<file path="src/core/analog_sensor_defines.vh">
// register offsets, field positions, codes and defaults of the sensor object
// assumes inclusion by bare name from the design files under core/
`ifndef ANALOG_SENSOR_DEFINES_VH
`define ANALOG_SENSOR_DEFINES_VH

// wishbone word offsets, decoded from address bits 5:2
`define OFS_SVC_CMD     4'h0
`define OFS_SVC_DATA    4'h1
`define OFS_SVC_RESP    4'h2
`define OFS_SVC_RDATA   4'h3
`define OFS_CONN_CMD    4'h4
`define OFS_CONN_STAT   4'h5
`define OFS_OBJ_STAT    4'h6

// service command register fields
`define CMD_CODE_LSB    0
`define CMD_ATTR_LSB    8
`define CMD_TGT_BIT     16
// connection command register fields
`define CONN_OPEN_BIT   0
`define CONN_CLOSE_BIT  1
`define CONN_TYPE_LSB   8

// service codes
`define SVC_GET         8'h0e
`define SVC_SET         8'h10
`define SVC_ZERO        8'h4b

// attribute ids
`define ATT_DTYPE       8'h03
`define ATT_UNITS       8'h04
`define ATT_VALID       8'h05
`define ATT_VALUE       8'h06
`define ATT_STATUS      8'h07
`define ATT_FSCALE      8'h0a
`define ATT_SSTATE      8'h19
`define ATT_SVALUE      8'h1a
`define ATT_OVER        8'h20
`define ATT_UNDER       8'h21
`define ATT_WARN        8'h5e
`define ATT_ALARM       8'h5f
`define ATT_STEXT       8'h60
`define ATT_SUBCL       8'h63

// data type codes and type limits
`define DT_INT          8'hc3
`define DT_REAL         8'hca
`define INT_MAX         32'h00007fff
`define INT_MIN         32'hffff8000
`define REAL_MAX        32'h7f7fffff
`define REAL_MIN        32'hff7fffff

// defaults and fixed values
`define UNITS_COUNTS    16'h1001
`define SUBCLASS_CDG    16'h0003
`define SAFE_ZERO       2'h0
`define SAFE_FULL       2'h1
`define SAFE_HOLD       2'h2
`define SAFE_VALUE      2'h3

// general and additional error codes
`define ERR_NONE        8'h00
`define ERR_NO_SVC      8'h08
`define ERR_BAD_VALUE   8'h09
`define ERR_STATE       8'h0c
`define ERR_RDONLY      8'h0e
`define ERR_NO_ATTR     8'h14
`define ADD_CONN_PATH   8'h10

// object states on objState
`define OST_IDLE        2'h0
`define OST_EXEC        2'h1

`endif

</file>
<file path="src/core/analog_value_path.v">
// value output stage: live reading while executing, safe behaviour otherwise
// assumes reading already corrected and encoded in the selected data type
`timescale 1ns/100ps
`include "analog_sensor_defines.vh"

module analog_value_path (
    input  wire        sys_clk,
    input  wire        srst,
    input  wire        executing,
    input  wire [1:0]  safeState,
    input  wire [31:0] safeValue,
    input  wire [31:0] fullScale,
    input  wire [31:0] reading,
    output reg  [31:0] value_ff
);
    reg [31:0] nxt_value;

    // hold keeps value_ff, so the last live reading survives the state change
    always @* begin
        nxt_value = value_ff;
        if (executing) begin
            nxt_value = reading;
        end else begin
            case (safeState)
                `SAFE_ZERO:  nxt_value = 32'h00000000;
                `SAFE_FULL:  nxt_value = fullScale;
                `SAFE_HOLD:  nxt_value = value_ff;
                `SAFE_VALUE: nxt_value = safeValue;
                default:     nxt_value = 32'h00000000;
            endcase
        end
    end

    always @(posedge sys_clk) begin
        if (srst) begin
            value_ff <= 32'h00000000;
        end else begin
            value_ff <= nxt_value;
        end
    end
endmodule

</file>
<file path="src/core/analog_sensor_attrs.v">
// attribute store and service engine of the atmosphere sensor object instance
// software reaches attributes through a service mailbox and a connection word
// assumes a classic wishbone master and a sensor front end on sys_clk
//
// Implementation choices: the placing of the registers and the Wishbone interface to the registers.
`timescale 1ns/100ps
`include "analog_sensor_defines.vh"

// Summary of operation
// - service 4B hex requests zero calibration
// - zero request updates instance 1 offset
// - target is wanted reading, default zero
// - success once started, no state change
// - first connection sets data type
// - data type writable only idle, unconnected; the first connection still writes it in any object state
// - type fixed before connection data moves
// - mismatched connection refused, path code
// - attribute 3 data type, default INT
// - attribute 4 units, default counts
// - attribute 5 always reads valid
// - attribute 6 returns final reading
// - attribute 7 status reads zero
// - attribute 10 full scale, type maximum
// - attributes 25, 26 settable, default zero
// - attribute 32 overrange, type maximum
// - attribute 33 underrange, type minimum
// - attributes 94, 95 read zero
// - attribute 96 status extension, default zero
// - attribute 99 reads subclass 3
// - safe state codes zero/full/hold/value
// - 0E hex gets, 10 hex sets
module analog_sensor_attrs #(
    parameter CONN_W = 4
) (
    input  wire        sys_clk,
    input  wire        srst,
    input  wire        wb_cyc_i,
    input  wire        wb_stb_i,
    input  wire        wb_we_i,
    input  wire [3:0]  wb_sel_i,
    input  wire [31:0] wb_adr_i,
    input  wire [31:0] wb_dat_i,
    output reg  [31:0] wb_dat_o,
    output reg         wb_ack_o,
    input  wire [1:0]  objState,
    input  wire [31:0] sensorReading,
    input  wire [31:0] offsetIn,
    output reg  [31:0] offsetA_ff,
    output reg         offsetWr_ff,
    output reg         zeroStart_ff,
    output reg  [31:0] zeroTarget_ff,
    output wire [31:0] valueOut,
    output reg  [7:0]  dataType_ff
);
    // wishbone
    reg [31:0] rdData;
    // service mailbox
    reg [31:0] svcData_ff;
    reg        svcDone_ff;
    reg [7:0]  svcErr_ff;
    reg [31:0] svcRdata_ff;
    // attributes
    reg [15:0] units_ff;
    reg [1:0]  safeState_ff;
    reg [31:0] safeValue_ff;
    // connections
    reg [CONN_W-1:0] connCnt_ff;
    reg              connRej_ff;
    reg [7:0]        connErr_ff;
    reg [7:0]        connAdd_ff;

    wire        wrStb = wb_cyc_i & wb_stb_i & wb_we_i & ~wb_ack_o;
    wire        rdStb = wb_cyc_i & wb_stb_i & ~wb_we_i & ~wb_ack_o;
    wire [3:0]  wIdx  = wb_adr_i[5:2];
    wire        isReal = (dataType_ff == `DT_REAL);
    wire [31:0] fullScale = typeMax(isReal);
    wire [31:0] overLim   = typeMax(isReal);
    wire [31:0] underLim  = typeMin(isReal);
    wire        aboveOver;
    wire        belowUnder;
    wire [7:0]  statusExt;
    wire        executing = (objState == `OST_EXEC);

    function [31:0] typeMax;
        input r;
        begin
            typeMax = r ? `REAL_MAX : `INT_MAX;
        end
    endfunction

    // smallest value the selected type can carry
    function [31:0] typeMin;
        input r;
        begin
            typeMin = r ? `REAL_MIN : `INT_MIN;
        end
    endfunction

    // maps int or float bit patterns to an unsigned order key
    function [31:0] orderKey;
        input [31:0] v;
        input        r;
        begin
            if (r) begin
                orderKey = v[31] ? ~v : (v ^ 32'h80000000);
            end else begin
                orderKey = {16'h0000, ~v[15], v[14:0]};
            end
        end
    endfunction

    // byte lane merge of a write into an old word
    function [31:0] laneMerge;
        input [31:0] oldV;
        input [31:0] newV;
        input [3:0]  sel;
        integer i;
        begin
            laneMerge = oldV;
            for (i = 0; i < 4; i = i + 1) begin
                if (sel[i]) begin
                    laneMerge[i*8 +: 8] = newV[i*8 +: 8];
                end
            end
        end
    endfunction

    // attributes that a set service may modify
    function attrSettable;
        input [7:0] at;
        begin
            attrSettable = (at == `ATT_DTYPE) || (at == `ATT_UNITS) ||
                           (at == `ATT_SSTATE) || (at == `ATT_SVALUE);
        end
    endfunction

    // live value sampled from the front end, held or replaced when not executing
    analog_value_path u_value (
        .sys_clk   (sys_clk),
        .srst      (srst),
        .executing (executing),
        .safeState (safeState_ff),
        .safeValue (safeValue_ff),
        .fullScale (fullScale),
        .reading   (sensorReading),
        .value_ff  (valueOut)
    );

    // compare on order keys so that negative ints and floats sort correctly
    wire [31:0] valKey   = orderKey(valueOut, isReal);
    wire [31:0] overKey  = orderKey(overLim, isReal);
    wire [31:0] underKey = orderKey(underLim, isReal);

    assign aboveOver  = valKey > overKey;
    assign belowUnder = valKey < underKey;
    assign statusExt  = {5'h00, belowUnder, aboveOver, aboveOver | belowUnder};

    // service decode
    wire        svcGo   = wrStb & (wIdx == `OFS_SVC_CMD);
    wire [7:0]  svcCode = wb_dat_i[`CMD_CODE_LSB +: 8];
    wire [7:0]  svcAttr = wb_dat_i[`CMD_ATTR_LSB +: 8];
    wire        svcTgt  = wb_dat_i[`CMD_TGT_BIT];
    reg  [7:0]  nxtErr;
    reg  [31:0] nxtRdata;
    reg         attrKnown;

    // get path and attribute presence
    always @* begin
        attrKnown = 1'b1;
        nxtRdata  = 32'h00000000;
        case (svcAttr)
            `ATT_DTYPE:  nxtRdata = {24'h000000, dataType_ff};
            `ATT_UNITS:  nxtRdata = {16'h0000, units_ff};
            `ATT_VALID:  nxtRdata = 32'h00000001;
            `ATT_VALUE:  nxtRdata = valueOut;
            `ATT_STATUS: nxtRdata = 32'h00000000;
            `ATT_FSCALE: nxtRdata = fullScale;
            `ATT_SSTATE: nxtRdata = {30'h00000000, safeState_ff};
            `ATT_SVALUE: nxtRdata = safeValue_ff;
            `ATT_OVER:   nxtRdata = overLim;
            `ATT_UNDER:  nxtRdata = underLim;
            `ATT_WARN:   nxtRdata = 32'h00000000;
            `ATT_ALARM:  nxtRdata = 32'h00000000;
            `ATT_STEXT:  nxtRdata = {24'h000000, statusExt};
            `ATT_SUBCL:  nxtRdata = {16'h0000, `SUBCLASS_CDG};
            default:     attrKnown = 1'b0;
        endcase
    end

    // error decision for the service being launched
    always @* begin
        nxtErr = `ERR_NONE;
        case (svcCode)
            `SVC_GET: begin
                if (!attrKnown) begin
                    nxtErr = `ERR_NO_ATTR;
                end
            end
            `SVC_SET: begin
                if (!attrKnown) begin
                    nxtErr = `ERR_NO_ATTR;
                end else if (!attrSettable(svcAttr)) begin
                    nxtErr = `ERR_RDONLY;
                end else if (svcAttr == `ATT_DTYPE) begin
                    if (connCnt_ff != {CONN_W{1'b0}} || objState != `OST_IDLE) begin
                        nxtErr = `ERR_STATE;
                    end else if (svcData_ff[7:0] != `DT_INT &&
                                 svcData_ff[7:0] != `DT_REAL) begin
                        nxtErr = `ERR_BAD_VALUE;
                    end
                end else if (svcAttr == `ATT_SSTATE) begin
                    if (svcData_ff[31:2] != 30'h00000000) begin
                        nxtErr = `ERR_BAD_VALUE;
                    end
                end
            end
            `SVC_ZERO: nxtErr = `ERR_NONE;
            default:   nxtErr = `ERR_NO_SVC;
        endcase
    end

    wire setOk  = svcGo & (svcCode == `SVC_SET) & (nxtErr == `ERR_NONE);
    wire zeroGo = svcGo & (svcCode == `SVC_ZERO);
    // absent target means zero reading wanted
    wire [31:0] target = svcTgt ? svcData_ff : 32'h00000000;

    // connection decode
    wire       connGo    = wrStb & (wIdx == `OFS_CONN_CMD);
    wire       connOpen  = connGo & wb_dat_i[`CONN_OPEN_BIT];
    wire       connClose = connGo & wb_dat_i[`CONN_CLOSE_BIT] & ~wb_dat_i[`CONN_OPEN_BIT];
    wire [7:0] connType  = wb_dat_i[`CONN_TYPE_LSB +: 8];
    wire       connFirst = (connCnt_ff == {CONN_W{1'b0}});
    wire       connFull  = (connCnt_ff == {CONN_W{1'b1}});
    wire       typeOk    = (connType == `DT_INT) | (connType == `DT_REAL);
    wire       connMis   = ~connFirst & (connType != dataType_ff);

    // attribute and connection state
    always @(posedge sys_clk) begin
        if (srst) begin
            dataType_ff  <= `DT_INT;
            units_ff     <= `UNITS_COUNTS;
            safeState_ff <= `SAFE_ZERO;
            safeValue_ff <= 32'h00000000;
            connCnt_ff   <= {CONN_W{1'b0}};
            connRej_ff   <= 1'b0;
            connErr_ff   <= `ERR_NONE;
            connAdd_ff   <= 8'h00;
        end else begin
            if (setOk) begin
                case (svcAttr)
                    `ATT_DTYPE:  dataType_ff  <= svcData_ff[7:0];
                    `ATT_UNITS:  units_ff     <= svcData_ff[15:0];
                    `ATT_SSTATE: safeState_ff <= svcData_ff[1:0];
                    `ATT_SVALUE: safeValue_ff <= svcData_ff;
                    default:     units_ff     <= units_ff;
                endcase
            end
            if (connOpen) begin
                if (!typeOk || connMis || connFull) begin
                    connRej_ff <= 1'b1;
                    connErr_ff <= connFull ? `ERR_STATE : `ERR_BAD_VALUE;
                    connAdd_ff <= `ADD_CONN_PATH;
                end else begin
                    // type fixed in the same edge that counts the connection
                    if (connFirst) begin
                        dataType_ff <= connType;
                    end
                    connCnt_ff <= connCnt_ff + {{(CONN_W-1){1'b0}}, 1'b1};
                    connRej_ff <= 1'b0;
                    connErr_ff <= `ERR_NONE;
                    connAdd_ff <= 8'h00;
                end
            end else if (connClose && !connFirst) begin
                connCnt_ff <= connCnt_ff - {{(CONN_W-1){1'b0}}, 1'b1};
            end
        end
    end

    // service mailbox and zero calibration
    always @(posedge sys_clk) begin
        if (srst) begin
            svcData_ff    <= 32'h00000000;
            svcDone_ff    <= 1'b0;
            svcErr_ff     <= `ERR_NONE;
            svcRdata_ff   <= 32'h00000000;
            offsetA_ff    <= 32'h00000000;
            offsetWr_ff   <= 1'b0;
            zeroStart_ff  <= 1'b0;
            zeroTarget_ff <= 32'h00000000;
        end else begin
            offsetWr_ff  <= 1'b0;
            zeroStart_ff <= 1'b0;
            if (wrStb && wIdx == `OFS_SVC_DATA) begin
                svcData_ff <= laneMerge(svcData_ff, wb_dat_i, wb_sel_i);
            end
            if (svcGo) begin
                // answer is final in the same edge, no state change follows
                svcDone_ff  <= 1'b1;
                svcErr_ff   <= nxtErr;
                if (svcCode == `SVC_GET && nxtErr == `ERR_NONE) begin
                    svcRdata_ff <= nxtRdata;
                end else begin
                    svcRdata_ff <= 32'h00000000;
                end
            end
            if (zeroGo) begin
                // simple correction: shift offset by the reading error
                offsetA_ff    <= offsetIn + (target - valueOut);
                offsetWr_ff   <= 1'b1;
                zeroStart_ff  <= 1'b1;
                zeroTarget_ff <= target;
            end
        end
    end

    // status words; the connection count may be at most 7 bits wide
    wire [31:0] respWord = {23'h000000, svcErr_ff, svcDone_ff};
    wire [31:0] connWord = {8'h00, connAdd_ff, connErr_ff, connRej_ff,
                            {(7-CONN_W){1'b0}}, connCnt_ff};
    wire [31:0] objWord  = {22'h000000, statusExt, objState};

    // read mux
    always @* begin
        case (wIdx)
            `OFS_SVC_DATA:  rdData = svcData_ff;
            `OFS_SVC_RESP:  rdData = respWord;
            `OFS_SVC_RDATA: rdData = svcRdata_ff;
            `OFS_CONN_STAT: rdData = connWord;
            `OFS_OBJ_STAT:  rdData = objWord;
            default:        rdData = 32'h00000000;
        endcase
    end

    // classic wishbone: one-cycle ack after request, unmapped reads zero
    always @(posedge sys_clk) begin
        if (srst) begin
            wb_ack_o <= 1'b0;
            wb_dat_o <= 32'h00000000;
        end else begin
            wb_ack_o <= wrStb | rdStb;
            if (rdStb) begin
                wb_dat_o <= rdData;
            end
        end
    end
endmodule

</file>
<file path="config.mk">
export PLATFORM = sky130hd
export DESIGN_NAME = analog_sensor_attrs
export DESIGN_NICKNAME = d
export VERILOG_FILES = /design/src/core/analog_value_path.v /design/src/core/analog_sensor_attrs.v
export VERILOG_INCLUDE_DIRS = /design/src /design/src/core
export SDC_FILE = /design/constraint.sdc
export NUM_CORES = 1
export LEC_CHECK = 0
export ABC_AREA = 1
export BUFFER_PORTS_ARGS = -buffer_cell sky130_fd_sc_hd__buf_4
export CORE_MARGIN = 2
export CORE_UTILIZATION = 61
export CTS_CLUSTER_DIAMETER = 80
export DETAILED_ROUTE_END_ITERATION = 10
export HOLD_SLACK_MARGIN = 0.12
export PLACE_DENSITY = 0.95
export SYNTH_ARGS = -nofsm -noshare
export SYNTH_HDL_FRONTEND = slang
export SYNTH_SLANG_ARGS = --single-unit
</file>
<file path="constraint.sdc">
create_clock -name sys_clk -period 7.18 [get_ports sys_clk]
set_input_delay 0.718 -clock sys_clk [delete_from_list [all_inputs] [get_ports sys_clk]]
set_output_delay 0.718 -clock sys_clk [all_outputs]
set_load 0.01 [all_outputs]
</file>
==> impl_results.md <==
- Post-synth EDFFs: 0
- CP Data Arrival Time: 4980 ps
- CP endpoint: offsetA_ff[19]
- Final setup viols: 0
- Antenna-violating nets left: 0
- RSZ-0062 raised after global routing: no
- Status: complete, no violations
- CTS clock-pin slew for the worst setup and hold paths: 60 ps
- Die area: 25370 um2
- CP Class: reg -> reg
- Setup crit start kind: register
- Top-area cell type share of the netlist area: 0.3606
- Vias: 15950
- CTS Buf Count: 28
- I/O pin cnt: 278
- GRT Total Usage: 0.4023
- Area grow syn2layout: 19.77%
- Layout Skew: 21.31 ps
- Dpl hpwl: 39.01 mm
- Worst Setup SP: wb_ack_o
- Setup slack, reg-to-reg: 2710 ps
- Final setup TNS: 0 ps
- Post-synth cell types: 53
- Endpoints failing hold: 0
- Slowest cell on the critical path: nor2_4
- Measured slew at the worst slew-check pin: 1290 ps
- Core ar.: 23540 um2
- Fraction of layout cells with a size suffix above 1: 0.1630
- TritonRoute pass-1 iters: 6
- Post-Synthesis Cells: 2126
- Clk root buf: clkbuf_16
- VDD IR max: 0.1889 mV
- Top_reg_cell synth: dfxtp_1
- Synth area leader: dfxtp_1
- Post-synthesis simple-gate area fraction: 0.2341
- Post-placement cell area: 16650 um2
- N_diodes: 0
- Post-route DRC: 0
- First-pass GRT wire length: 81.99 mm
- Sequential area share after synthesis: 0.3606
- Clock sinks: 265
- Post-route cell area: 17620 um2
- Main combinational cell family by area after synthesis: simple AND/OR/NAND/NOR gates
- Clk_lat worst skew: 570 ps
- Routability congestion estimate: 0.9826
- Hold crit path type: in -> reg
- Max cap viols: 0
- Mapped Nets: 2331
- Synth Area per Inst: 6.920 um2
- Cell Chain, Critical Path: nor2_1 -> nand4_1 -> nor2_1 -> clkinv_1 -> nor2_4 -> buf_4 -> nor2_1 -> nor2_1 -> o21ai_0 -> inv_1
- CP endpoint kind: register
- Async SR Flop Fraction: 0
- Initial Util: 0.6249
- Power Dens Cells: 196.5 nW/um2
- Crit-path max cell delay: 1170 ps
- Post-layout min period: 4471 ps
- Largest net degree at the start of global routing: 70
- Rel. slew slack: 0.1356
- Post-Route Utilization: 0.7485
- Area of the mapped netlist: 14710 um2
- Post-Synth XOR/XNOR Area: 0.01488
- Via density per instance: 6.005
- CTS max path bufs: 3
- Reg-to-Reg Start: wb_ack_o
- Iter 0 DRT Violations: 1969
- Vias in the first global route: 15230
- Area contributors post-synth: dfxtp_1 36%, nand2_1 11%, a21oi_1 7.9%, o21ai_0 7.2%, inv_1 7.2%
- Max H-tree Level: 1
- Worst Path Required: 7690 ps
- Resize count post-CTS: 0
- Max-slew violations: 0
- Maximum fanout along the worst path: 48
- Synth warnings: 0
- Die height: 159.3 um
- Row cnt: 56
- Synth Area in Compound Gates: 0.2129
- Adder-Cell Fraction of Synth Area: 0.07246
- Initial antenna violation count: 1
- R2r endpoint: offsetA_ff[19]
- Yosys reg bits: 265
- Total grt overflow: 0
- Chip width: 159.3 um
- Crit-path most repeated cell: nor2_1
- DRT Wirelength: 52.65 mm
- Tcrit/Tclk final: 0.6227
- Cell count of the worst reg-to-reg path: 10
- Hold Buf Count CTS: 0
- Synth top cells by count: 430 x nand2_1, 283 x inv_1, 265 x dfxtp_1
- WL/cell: 19.81 um
- Post-CTS Setup Repair Bufs: 0
- Highest Clock Rate: 223.7 MHz
- Buffers on Ports: 249
- Mux cell area share after synthesis: 0
- Most numerous cell in the Yosys netlist: nand2_1
- Nets: 2522
- CTS tree: done
- Lkg Pwr: 8.154 nW
-- how the worst min path moves through the flow --
stage | depth (start not counted) | slack (ps) | to | from
6_report | 3 | 420 | u_value.value_ff[28] | sensorReading[28]
5_1_grt | 3 | 440 | u_value.value_ff[19] | sensorReading[19]
4_1_cts | 3 | 410 | u_value.value_ff[28] | sensorReading[28]
3_5_place_dp | 2 | 460 | svcRdata_ff[27] | svcRdata_ff[27]
3_3_place_gp | 2 | 450 | svcDone_ff | svcDone_ff
2_1_floorplan | 2 | 440 | svcDone_ff | svcDone_ff
-- report_power, final --
| part | internal (W) | switching (W) |
|---|---|---|
| clock | 0.000899 | 0.000628 |
| combinational | 0.000158 | 0.000289 |
| sequential | 0.00148 | 0.0000128 |
-- critical path, delay by kind of cell, from the launching register on --
| kind | cells | cell delay, ps |
|---|---|---|
| AND/OR/NAND/NOR | 6 | 2170 |
| AO/OA/AOI/OAI | 1 | 130 |
| buffers and inverters | 3 | 1740 |
| flip-flops | 1 | 310 |
-- per-stage QoR --
step	power, W	worst slack, ps	hold WS (ps)	std cells
2_1_floorplan	0.001785	3645	440.3	2126
3_3_place_gp	0.001944	2508	451.6	2606
3_5_place_dp	0.001951	2414	456.2	2606
4_1_cts	0.003448	2885	408.8	2657
5_1_grt	0.003564	2388	442.6	2657
6_report	0.003463	2709	418.9	2657
-- routing by layer --
layer / wire [um] / part of all wire / GRT usage / up-vias
li1: - / - / - / 7290
met1: 20550 / 0.39 / 0.5245 / 7400
met2: 24180 / 0.46 / 0.6585 / 1050
met3: 5105 / 0.097 / 0.06121 / 212
met4: 2795 / 0.053 / 0.1905 / 2
met5: 13 / 0.00025 / 0 / -
-- area by class of cell --
cell class | count | area [um2]
sequential | 265 | 5305
inverter | 294 | 1107
multi-input combinational | 1468 | 7888
fill | 1832 | 5922
clock buffer | 41 | 819.5
timing repair buffer | 260 | 1952
tap | 319 | 399.1
clock inverter | 10 | 150.1
-- layout by cell type (no fill, tap or decap), types with 34 or more instances in the layout --
master   synthesis  routed
inv_1          283     282
buf_4            2     260
ha_1            34      34
nand3_1         51      51
dfxtp_1        265     265
a21oi_1        233     233
nor2_2          36      37
nor2_1         215     212
o21ai_0        213     212
nand2_1        430     430
-- cells by family after synthesis --
logic type / count (synthesis)
simple gates: 808
compound gates: 569
buf+inv: 393
flops: 265
fa+ha+maj: 66
xor+xnor: 25
-- flip-flops by register name, summed over array words and instances, names as in the netlist, 2 cells and up --
name	count
u_value.value_ff	32
wb_dat_o	32
svcData_ff	32
safeValue_ff	32
units_ff	16
offsetA_ff	32
connErr_ff	2
svcRdata_ff	32
connCnt_ff	4
svcErr_ff	5
dataType_ff	8
zeroTarget_ff	32
safeState_ff	2
(Power assumes the default switching activity.)
